==> config.mk <==
export PLATFORM = sky130hd
export DESIGN_NAME = lim_exec
export DESIGN_NICKNAME = d
export VERILOG_FILES = /design/src/lim_pkg.sv /design/src/lim_ptr_calc.sv /design/src/lim_exec.sv
export SDC_FILE = /design/constraint.sdc
export NUM_CORES = 1
export LEC_CHECK = 0
export BUFFER_PORTS_ARGS = -buffer_cell sky130_fd_sc_hd__clkbuf_2
export CAP_MARGIN = 20
export CORE_ASPECT_RATIO = 0.6
export CORE_MARGIN = 10
export CORE_UTILIZATION = 31
export DETAILED_ROUTE_END_ITERATION = 8
export SKIP_CTS_REPAIR_TIMING = 1
export SLEW_MARGIN = 15
export SYNTH_ARGS = -nofsm -noshare
export SYNTH_HDL_FRONTEND = slang
export SYNTH_SLANG_ARGS = --single-unit
==> constraint.sdc <==
create_clock -name clk_i -period 3.9 [get_ports clk_i]
set_input_delay 0.78 -clock clk_i [delete_from_list [all_inputs] [get_ports clk_i]]
set_output_delay 0.78 -clock clk_i [all_outputs]
set_load 0.05 [all_outputs]
==> src/lim_pkg.sv <==
// shared types and constants for the literal and indirect move executor
package lim_pkg;

  typedef enum logic [2:0] {
    LIM_OP_NOP,
    LIM_OP_LOAD_BANK_LITERAL,
    LIM_OP_LOAD_PAGE_LATCH_LITERAL,
    LIM_OP_LOAD_WORK_LITERAL,
    LIM_OP_STORE_WORK_TO_FILE,
    LIM_OP_STORE_WORK_INDIRECT
  } lim_op_e;

  typedef struct packed {
    lim_op_e     op;
    logic [7:0]  literal;
    logic [6:0]  file_addr;
    logic        ptr_sel;
    logic [1:0]  pointer_mode_field;
    logic        relative;
    logic [5:0]  offset;
  } lim_instr_s;

  typedef struct packed {
    logic        we;
    logic [15:0] addr;
    logic [7:0]  data;
  } lim_wr_s;

  // pointer mode field bit meaning
  localparam int LIM_MODE_DEC_BIT  = 0;
  localparam int LIM_MODE_POST_BIT = 1;

  // file addresses decoded in the core; the two aliases and LIM_FILE_CORE_TOP and up write to data space
  localparam logic [6:0] LIM_FILE_ALIAS0    = 7'h00;
  localparam logic [6:0] LIM_FILE_ALIAS1    = 7'h01;
  localparam logic [6:0] LIM_FILE_PTR0_LO   = 7'h04;
  localparam logic [6:0] LIM_FILE_PTR0_HI   = 7'h05;
  localparam logic [6:0] LIM_FILE_PTR1_LO   = 7'h06;
  localparam logic [6:0] LIM_FILE_PTR1_HI   = 7'h07;
  localparam logic [6:0] LIM_FILE_BANK      = 7'h08;
  localparam logic [6:0] LIM_FILE_WORK      = 7'h09;
  localparam logic [6:0] LIM_FILE_PAGE      = 7'h0A;
  localparam logic [6:0] LIM_FILE_CORE_TOP  = 7'h0C;

  // wishbone register byte offsets
  localparam logic [7:0] LIM_OFF_CTRL   = 8'h00;
  localparam logic [7:0] LIM_OFF_WORK   = 8'h04;
  localparam logic [7:0] LIM_OFF_BANK   = 8'h08;
  localparam logic [7:0] LIM_OFF_PAGE   = 8'h0C;
  localparam logic [7:0] LIM_OFF_PTR0   = 8'h10;
  localparam logic [7:0] LIM_OFF_PTR1   = 8'h14;
  localparam logic [7:0] LIM_OFF_STATUS = 8'h18;
  localparam logic [7:0] LIM_OFF_COUNT  = 8'h1C;

  // values after reset
  localparam logic        LIM_RST_ENABLE = 1'b1;
  localparam logic [7:0]  LIM_RST_WORK   = 8'h00;
  localparam logic [4:0]  LIM_RST_BANK   = 5'h00;
  localparam logic [6:0]  LIM_RST_PAGE   = 7'h00;
  localparam logic [15:0] LIM_RST_PTR    = 16'h0000;
  localparam logic [7:0]  LIM_RST_STATUS = 8'h00;

endpackage

==> src/lim_ptr_calc.sv <==
// effective address and next pointer value for an indirect store
`timescale 1ns/100ps
module lim_ptr_calc
  import lim_pkg::*;
(
  input  wire logic [15:0] ptr_i,
  input  wire logic [1:0]  mode_i,
  input  wire logic        relative_i,
  input  wire logic [5:0]  offset_i,
  output logic      [15:0] eff_addr_o,
  output logic      [15:0] ptr_nxt_o
);

  logic [15:0] stepped;
  logic [15:0] rel_addr;

  // 16-bit arithmetic wraps on its own at both ends
  assign stepped  = mode_i[LIM_MODE_DEC_BIT] ? ptr_i - 16'h0001 : ptr_i + 16'h0001;
  assign rel_addr = ptr_i + {{10{offset_i[5]}}, offset_i};

  always_comb
  begin
    if (relative_i)
    begin
      eff_addr_o = rel_addr;
      ptr_nxt_o  = ptr_i;
    end
    else
    begin
      eff_addr_o = mode_i[LIM_MODE_POST_BIT] ? ptr_i : stepped;
      ptr_nxt_o  = stepped;
    end
  end

endmodule

==> src/lim_exec.sv <==
// executor for literal loads, direct stores and indirect stores
`timescale 1ns/100ps
module lim_exec
  import lim_pkg::*;
(
  input  wire logic        clk_i,
  input  wire logic        rst_i,
  input  wire logic        ins_valid_i,
  input  wire lim_instr_s  ins_i,
  output lim_wr_s          mem_wr_o,
  output logic             done_o,
  output logic      [7:0]  work_o,
  output logic      [4:0]  bank_o,
  output logic      [6:0]  page_o,
  output logic      [15:0] ptr0_o,
  output logic      [15:0] ptr1_o,
  output logic      [7:0]  status_o,
  input  wire logic        wb_cyc_i,
  input  wire logic        wb_stb_i,
  input  wire logic        wb_we_i,
  input  wire logic [7:0]  wb_adr_i,
  input  wire logic [3:0]  wb_sel_i,
  input  wire logic [31:0] wb_dat_i,
  output logic      [31:0] wb_dat_o,
  output logic             wb_ack_o
);

  logic        enable_ff;
  logic [7:0]  work_ff;
  logic [4:0]  bank_ff;
  logic [6:0]  page_ff;
  logic [15:0] ptr_ff [0:1];
  logic [7:0]  status_ff;
  logic [15:0] count_ff;
  lim_wr_s     wr_ff;
  logic        done_ff;
  logic        wb_ack_ff;
  logic [31:0] wb_dat_ff;

  logic        exec;
  logic        is_bank;
  logic        is_page;
  logic        is_work;
  logic        is_file;
  logic        is_ind;
  logic [15:0] sel_ptr;
  logic [15:0] eff_addr;
  logic [15:0] ptr_nxt;
  logic        wb_take;
  logic        wb_wr;
  logic [7:0]  wb_off;
  logic [31:0] nxt_wb_dat;

  // disabled core ignores issued instructions entirely
  assign exec    = ins_valid_i && enable_ff;
  assign is_bank = exec && (ins_i.op == LIM_OP_LOAD_BANK_LITERAL);
  assign is_page = exec && (ins_i.op == LIM_OP_LOAD_PAGE_LATCH_LITERAL);
  assign is_work = exec && (ins_i.op == LIM_OP_LOAD_WORK_LITERAL);
  assign is_file = exec && (ins_i.op == LIM_OP_STORE_WORK_TO_FILE);
  assign is_ind  = exec && (ins_i.op == LIM_OP_STORE_WORK_INDIRECT);
  assign sel_ptr = ptr_ff[ins_i.ptr_sel];

  lim_ptr_calc u_ptr_calc (
    .ptr_i      (sel_ptr),
    .mode_i     (ins_i.pointer_mode_field),
    .relative_i (ins_i.relative),
    .offset_i   (ins_i.offset),
    .eff_addr_o (eff_addr),
    .ptr_nxt_o  (ptr_nxt)
  );

  // one request per ack; the gap cycle keeps a held stb from firing twice
  assign wb_take = wb_cyc_i && wb_stb_i && !wb_ack_ff;
  // writes land on the edge that sees ack, while the master still holds
  assign wb_wr   = wb_cyc_i && wb_stb_i && wb_we_i && wb_ack_ff;
  assign wb_off  = {wb_adr_i[7:2], 2'b00};

  function automatic logic [15:0] merge16(input logic [15:0] old_v,
                                          input logic [31:0] new_v,
                                          input logic [3:0]  sel);
    merge16 = old_v;
    if (sel[0])
      merge16[7:0] = new_v[7:0];
    if (sel[1])
      merge16[15:8] = new_v[15:8];
  endfunction

  always_ff @(posedge clk_i)
  begin
    if (rst_i)
      enable_ff <= LIM_RST_ENABLE;
    else if (wb_wr && wb_off == LIM_OFF_CTRL && wb_sel_i[0])
      enable_ff <= wb_dat_i[0];
  end

  // instructions win over a software write in the same cycle
  always_ff @(posedge clk_i)
  begin
    if (rst_i)
      work_ff <= LIM_RST_WORK;
    else if (is_work)
      work_ff <= ins_i.literal;
    else if (is_file && ins_i.file_addr == LIM_FILE_WORK)
      work_ff <= work_ff;
    else if (wb_wr && wb_off == LIM_OFF_WORK && wb_sel_i[0])
      work_ff <= wb_dat_i[7:0];
  end

  always_ff @(posedge clk_i)
  begin
    if (rst_i)
      bank_ff <= LIM_RST_BANK;
    else if (is_bank)
      bank_ff <= ins_i.literal[4:0];
    else if (is_file && ins_i.file_addr == LIM_FILE_BANK)
      bank_ff <= work_ff[4:0];
    else if (wb_wr && wb_off == LIM_OFF_BANK && wb_sel_i[0])
      bank_ff <= wb_dat_i[4:0];
  end

  always_ff @(posedge clk_i)
  begin
    if (rst_i)
      page_ff <= LIM_RST_PAGE;
    else if (is_page)
      page_ff <= ins_i.literal[6:0];
    else if (is_file && ins_i.file_addr == LIM_FILE_PAGE)
      page_ff <= work_ff[6:0];
    else if (wb_wr && wb_off == LIM_OFF_PAGE && wb_sel_i[0])
      page_ff <= wb_dat_i[6:0];
  end

  always_ff @(posedge clk_i)
  begin
    if (rst_i)
    begin
      ptr_ff[0] <= LIM_RST_PTR;
      ptr_ff[1] <= LIM_RST_PTR;
    end
    else if (is_ind)
      ptr_ff[ins_i.ptr_sel] <= ptr_nxt;
    else if (is_file)
    begin
      unique case (ins_i.file_addr)
        LIM_FILE_PTR0_LO: ptr_ff[0][7:0]  <= work_ff;
        LIM_FILE_PTR0_HI: ptr_ff[0][15:8] <= work_ff;
        LIM_FILE_PTR1_LO: ptr_ff[1][7:0]  <= work_ff;
        LIM_FILE_PTR1_HI: ptr_ff[1][15:8] <= work_ff;
        default: ;
      endcase
    end
    else if (wb_wr && wb_off == LIM_OFF_PTR0)
      ptr_ff[0] <= merge16(ptr_ff[0], wb_dat_i, wb_sel_i);
    else if (wb_wr && wb_off == LIM_OFF_PTR1)
      ptr_ff[1] <= merge16(ptr_ff[1], wb_dat_i, wb_sel_i);
  end

  // no instruction of this group has a path into the flags
  always_ff @(posedge clk_i)
  begin
    if (rst_i)
      status_ff <= LIM_RST_STATUS;
    else if (wb_wr && wb_off == LIM_OFF_STATUS && wb_sel_i[0])
      status_ff <= wb_dat_i[7:0];
  end

  // count wraps; software only ever looks at differences
  always_ff @(posedge clk_i)
  begin
    if (rst_i)
      count_ff <= 16'h0000;
    else if (exec && ins_i.op != LIM_OP_NOP)
      count_ff <= count_ff + 16'h0001;
  end

  // data space write port, one cycle after issue
  always_ff @(posedge clk_i)
  begin
    if (rst_i)
      wr_ff <= '0;
    else
    begin
      wr_ff.we   <= 1'b0;
      wr_ff.data <= work_ff;
      wr_ff.addr <= wr_ff.addr;
      if (is_ind)
      begin
        wr_ff.we   <= 1'b1;
        wr_ff.addr <= eff_addr;
      end
      else if (is_file && ins_i.file_addr == LIM_FILE_ALIAS0)
      begin
        wr_ff.we   <= 1'b1;
        wr_ff.addr <= ptr_ff[0];
      end
      else if (is_file && ins_i.file_addr == LIM_FILE_ALIAS1)
      begin
        wr_ff.we   <= 1'b1;
        wr_ff.addr <= ptr_ff[1];
      end
      else if (is_file && ins_i.file_addr >= LIM_FILE_CORE_TOP)
      begin
        wr_ff.we   <= 1'b1;
        wr_ff.addr <= {4'h0, bank_ff, ins_i.file_addr};
      end
    end
  end

  always_ff @(posedge clk_i)
  begin
    if (rst_i)
      done_ff <= 1'b0;
    else
      done_ff <= exec && ins_i.op != LIM_OP_NOP;
  end

  always_comb
  begin
    nxt_wb_dat = 32'h0000_0000;
    unique case (wb_off)
      LIM_OFF_CTRL:   nxt_wb_dat[0]    = enable_ff;
      LIM_OFF_WORK:   nxt_wb_dat[7:0]  = work_ff;
      LIM_OFF_BANK:   nxt_wb_dat[4:0]  = bank_ff;
      LIM_OFF_PAGE:   nxt_wb_dat[6:0]  = page_ff;
      LIM_OFF_PTR0:   nxt_wb_dat[15:0] = ptr_ff[0];
      LIM_OFF_PTR1:   nxt_wb_dat[15:0] = ptr_ff[1];
      LIM_OFF_STATUS: nxt_wb_dat[7:0]  = status_ff;
      LIM_OFF_COUNT:  nxt_wb_dat[15:0] = count_ff;
      default:        nxt_wb_dat       = 32'h0000_0000;
    endcase
  end

  // unmapped offsets still ack, reading zero
  always_ff @(posedge clk_i)
  begin
    if (rst_i)
    begin
      wb_ack_ff <= 1'b0;
      wb_dat_ff <= 32'h0000_0000;
    end
    else
    begin
      wb_ack_ff <= wb_take;
      if (wb_take && !wb_we_i)
        wb_dat_ff <= nxt_wb_dat;
    end
  end

  assign mem_wr_o = wr_ff;
  assign done_o   = done_ff;
  assign work_o   = work_ff;
  assign bank_o   = bank_ff;
  assign page_o   = page_ff;
  assign ptr0_o   = ptr_ff[0];
  assign ptr1_o   = ptr_ff[1];
  assign status_o = status_ff;
  assign wb_dat_o = wb_dat_ff;
  assign wb_ack_o = wb_ack_ff;
endmodule

---- Word level (Yosys, flattened, before mapping) ----
Memories as Yosys holds them, arrays and structs flattened.
Cells that the tools add are included.
storage, ports and cells
  word-level logic and storage cells ...... 179
  output and inout port bits .............. 119
  bits in registers ....................... 88
  bits in writable memories ............... 32
  memories ................................ 1
  bits of input ports ..................... 78
cells by class
  $lt $le $gt $ge ......................... 1
  $add $sub $neg .......................... 4
  reductions and logical operators ........ 41
  multiplexer cells ....................... 91
  bitwise logic cells ..................... 8
  eq/ne operators ......................... 21
memories
  name    depth  bits a word  read ports  clocked after memory_dff  wr ports  RTL line        text
  ptr_ff  2      16           3           0                         2         lim_exec.sv:32  logic [15:0] ptr_ff [0:1];
operators by type and width
  kind                                                                                  count
  8-bit two-way mux                                                                     33
  16-bit two-way mux                                                                    5
  17-bit two-way mux                                                                    4
  1-bit two-way mux                                                                     37
  16-bit by 1-bit adder with 16-bit output (second input constant)                      2
  1-bit logical AND                                                                     30
  7-bit by 3-bit == test with 1-bit output (second input constant)                      4
  4-bit one-hot mux with 7 select lines                                                 1
  6-bit by 3-bit == test with 1-bit output (second input constant)                      4
  8-bit one-hot mux with 3 select lines                                                 1
  7-bit by 4-bit == test with 1-bit output (second input constant)                      3
  7-bit two-way mux                                                                     3
  16-bit adder                                                                          1
  16-bit OR reduction                                                                   1
  16-bit by 1-bit subtractor with 16-bit output (second input constant)                 1
  5-bit two-way mux                                                                     3
  6-bit by 2-bit == test with 1-bit output (second input constant)                      2
  2-bit one-hot mux with 6 select lines                                                 1
  3-bit nonzero test                                                                    3
  8-bit zero test                                                                       1
  1-bit OR                                                                              8
  1-bit one-hot mux with 8 select lines                                                 1
  7-bit by 1-bit == test with 1-bit output (second input constant)                      1
  7-bit by 4-bit greater-or-equal comparator with 1-bit output (second input constant)  1
  other kinds (12)                                                                      15

---- Depth between registers and ports, before layout ----
  depth in word-level cells ............... 11
  mapped depth ............................ 12
  mapped depth without buffers ............ 11

---- By module ----
A second synthesis with hierarchy kept.
unflattened totals
  cells, all modules ...................... 1047
  area, all modules ....................... 8839.7 µm²
by module, submodules not included
  module        times used  area each (µm²)  cells each
  lim_exec      1           7010.5           779
  lim_ptr_calc  1           1829.3           268

---- Worst setup path after synthesis ----
OpenSTA, ideal clock, no wires.
  path kind ............................... input-to-reg
  start ................................... input port ins_i[9] (netlist name)
  end ..................................... memory ptr_ff[1][12], data pin
  arrival time ............................ 3485 ps
  setup time .............................. 261 ps
  stages on the path ...................... 12
  buffers on the path ..................... 2
  slack ................................... 154 ps
  cell sequence ........................... buf_2 buf_2 mux2i_1 inv_1 fa_1 a21o_1 a221oi_4 a21oi_2 a31oi_1 xor2_1 o21ai_0 a221o_1
RTL lines
  element             RTL line        text
  start: declaration  lim_exec.sv:9   input wire lim_instr_s ins_i,
  end: declaration    lim_exec.sv:32

==> results.cfg <==
[layout]
area_growth_pct = 20.5
drive_gt1_share_pct = 23.6
fillers = 2893
final_util_pct = 38.3
num-nets-final = 1320
stdcell_count = 1588
antennaDiodeCount = 0

[clock_tree]
worstSkewPairLatency_ps = 420
numClockSinks = 120
clk_pin_slew_ps = 60
cts_tree = yes
clockRootBuffer = clkbuf_16
clock_path_buffers = 2
cts_max_level = 4
cts_made_buffers = 17

[grt]
grt_max_degree = 47
overflow = 0
grtUsageMet3_pct = 6.90
top_usage_layer = met1
antenna_found_initial = 0
met2_usage_pct = 29.3
gr-usage-all-layers_pct = 20.9
use_met1_pct = 30.2
first_global_vias = 8745
grt_pass1_wl_mm = 56.7

[setup_path]
critical_path.endpoint_type = flop
r2r-start = ptr_ff[0][1]
rrSetupSlack_ps = 550
crit_start = ins_i[9]
crit_arrival_ps = 3670
critical_path_class = in -> reg
crit_top_cell = mux2i_1
path_cells = clkbuf_2, buf_12, mux2i_1, inv_1, ha_1, a21oi_1, o221ai_2, o21ai_1, o21bai_1, xor2_1, mux2i_1, o211ai_1
cp-start-kind = primary input
max_stage_delay_ps = 460
critPathMaxFanout = 14
r2r_cells = 10
crit_slowest_cell = o21ai_1
r2r_end = ptr_ff[1][12]
critPathCapture = ptr_ff[1][15]
crit_required_ps = 4060

[logic_synthesis]
synth-async-reset-ratio_pct = 0
synth_top_cell_by_area = dfxtp_1
synth_ff_type = dfxtp_1
seq_area_frac_synth_pct = 30.7
synth_cell_types = 90
synth_area_um2 = 8860
netlist_instances = 1050
synth_edf_count = 32
ys_warn_count = 0
synth_top_area_share_pct = 19.9
synthTopCellsByArea = dfxtp_1 (20%), edfxtp_1 (11%), mux2i_1 (6.0%)
ys_ff_latch = 120
synth.most_common_cell = nand2_1
ys_top_cells_by_count = nand2_1 (127), nor2_1 (103), dfxtp_1 (88)
avgSynthCellArea_um2 = 8.44

[timing]
rsz0062_at_grt = false
setup_viol = 0
timing.fmax_ghz = 0.285
tightest_slew_ps = 1060
hold_viol_final = 0
final.setup_skew_ps = 10.3
layout_min_cycle_time_ps = 3510
post-route-period-util_pct = 89.9
slew_headroom_pct = 29.3
slew_violations = 0
fin_setup_tns_ps = 0

[route]
wl_mm = 39.1
drc = 0
vias = 9504
ant_nets = 0
drtPass1Iterations = 6
drtIter0Drc = 1473
via_per_inst = 5.98
wire_per_inst_um = 24.6

[floorplanning]
die_x_um = 238
rows = 47
die_y_um = 151
initial_core_util_pct = 31.8
io_pins = 197
dieArea_um2 = 36000
core-area_um2 = 27900

[job]
cap_viol_max_count = 0

[power]
ir_drop_mv = 0.199
cellLeakagePower_nw = 4.46
power_density_nw_per_um2 = 353

[hold_path]
holdPathStages = 2
worstHoldPathType = reg -> reg

[place]
portBuffers = 160
hpwlAfterDp_mm = 30.8
dp_cells = 1558
gp_congestion = 0.973

[outcome]
status = complete, no violations
==> layer usage <==
layer / routed length (um) / up-vias
met5: 0 / -
li1: - / 4255
met1: 17200 / 4586
met3: 5380 / 43
met2: 15900 / 620
met4: 567 / 0
==> worst min path at each step <==
stage / from / to
CTS: status_o[3] / status_o[3]
finish: status_o[2] / status_o[2]
floorplan: count_ff[15] / count_ff[15]
global route: wb_ack_o / wb_ack_o
detailed placement: status_o[3] / status_o[3]
global placement: wb_ack_o / wb_ack_o
==> power breakdown <==
part           internal [mW]  leakage, nW  switching (mW)
Sequential              1.31         1.04          0.0530
Combinational          0.279         3.15           0.583
Clock                  0.951        0.276           0.589
Total                   2.54         4.46            1.23
==> worst max-delay path: cells and delay by family <==
kind / cells / cell delay (ps)
AOI/OAI and AO/OA: 5 / 1220
xor gates and xnor gates: 1 / 200
adders and majority gates: 1 / 350
buffers and inverters: 3 / 520
muxes: 2 / 580
==> cell usage in the layout (no fill, tap or decap), types with 13 or more instances in the layout <==
cell,instances
nand3_1,38
clkbuf_2,159
conb_1,16
inv_1,19
mux2i_1,53
o21ai_0,59
xor2_1,23
ha_1,30
clkbuf_16,17
a22oi_1,37
nor2b_1,13
nand2_1,127
dfxtp_1,88
nor2_1,103
a21oi_1,67
buf_4,44
edfxtp_1,32
xnor2_1,15
a211oi_1,16
o211ai_1,15
mux2_2,24
a22o_1,24
==> final cells by class <==
cell class                 instances  area, um^2  area share, %
sequential                       120        2720           25.5
tap                              367         459           4.30
timing repair buffer             204        1150           10.7
inverter                          19        71.3          0.668
multi-input combinational        848        5720           53.6
clock inverter                     4        45.0          0.422
clock buffer                      26         509           4.77
==> stage by stage <==
stage	power (mW)	hold slack (ps)	area, um^2	worst slack (ps)
after global placement	2.22	446	10100	101
after CTS	3.74	475	10700	469
after global routing	3.88	489	10700	153
after detailed placement	2.23	468	10100	21.6
after floorplan	1.96	455	8920	154
final	3.77	475	10700	394
==> kinds of logic after synthesis <==
logic type / synth area share [%]
buf+inv: 5.42
compound gates: 25.3
xor+xnor: 3.76
fa+ha+maj: 4.69
flops: 30.7
simple gates: 20.4
other cells: 0.0423
mux: 9.70
==> sequential cells by signal, summed over array words and instances (netlist names) <==
register / cells
bank_o: 5
count_ff: 16
done_o: 1
enable_ff: 1
mem_wr_o: 25
page_o: 7
ptr_ff: 32
status_o: 8
wb_ack_o: 1
wb_dat_o: 16
work_o: 8
Power figures use the tool's default switching activity.
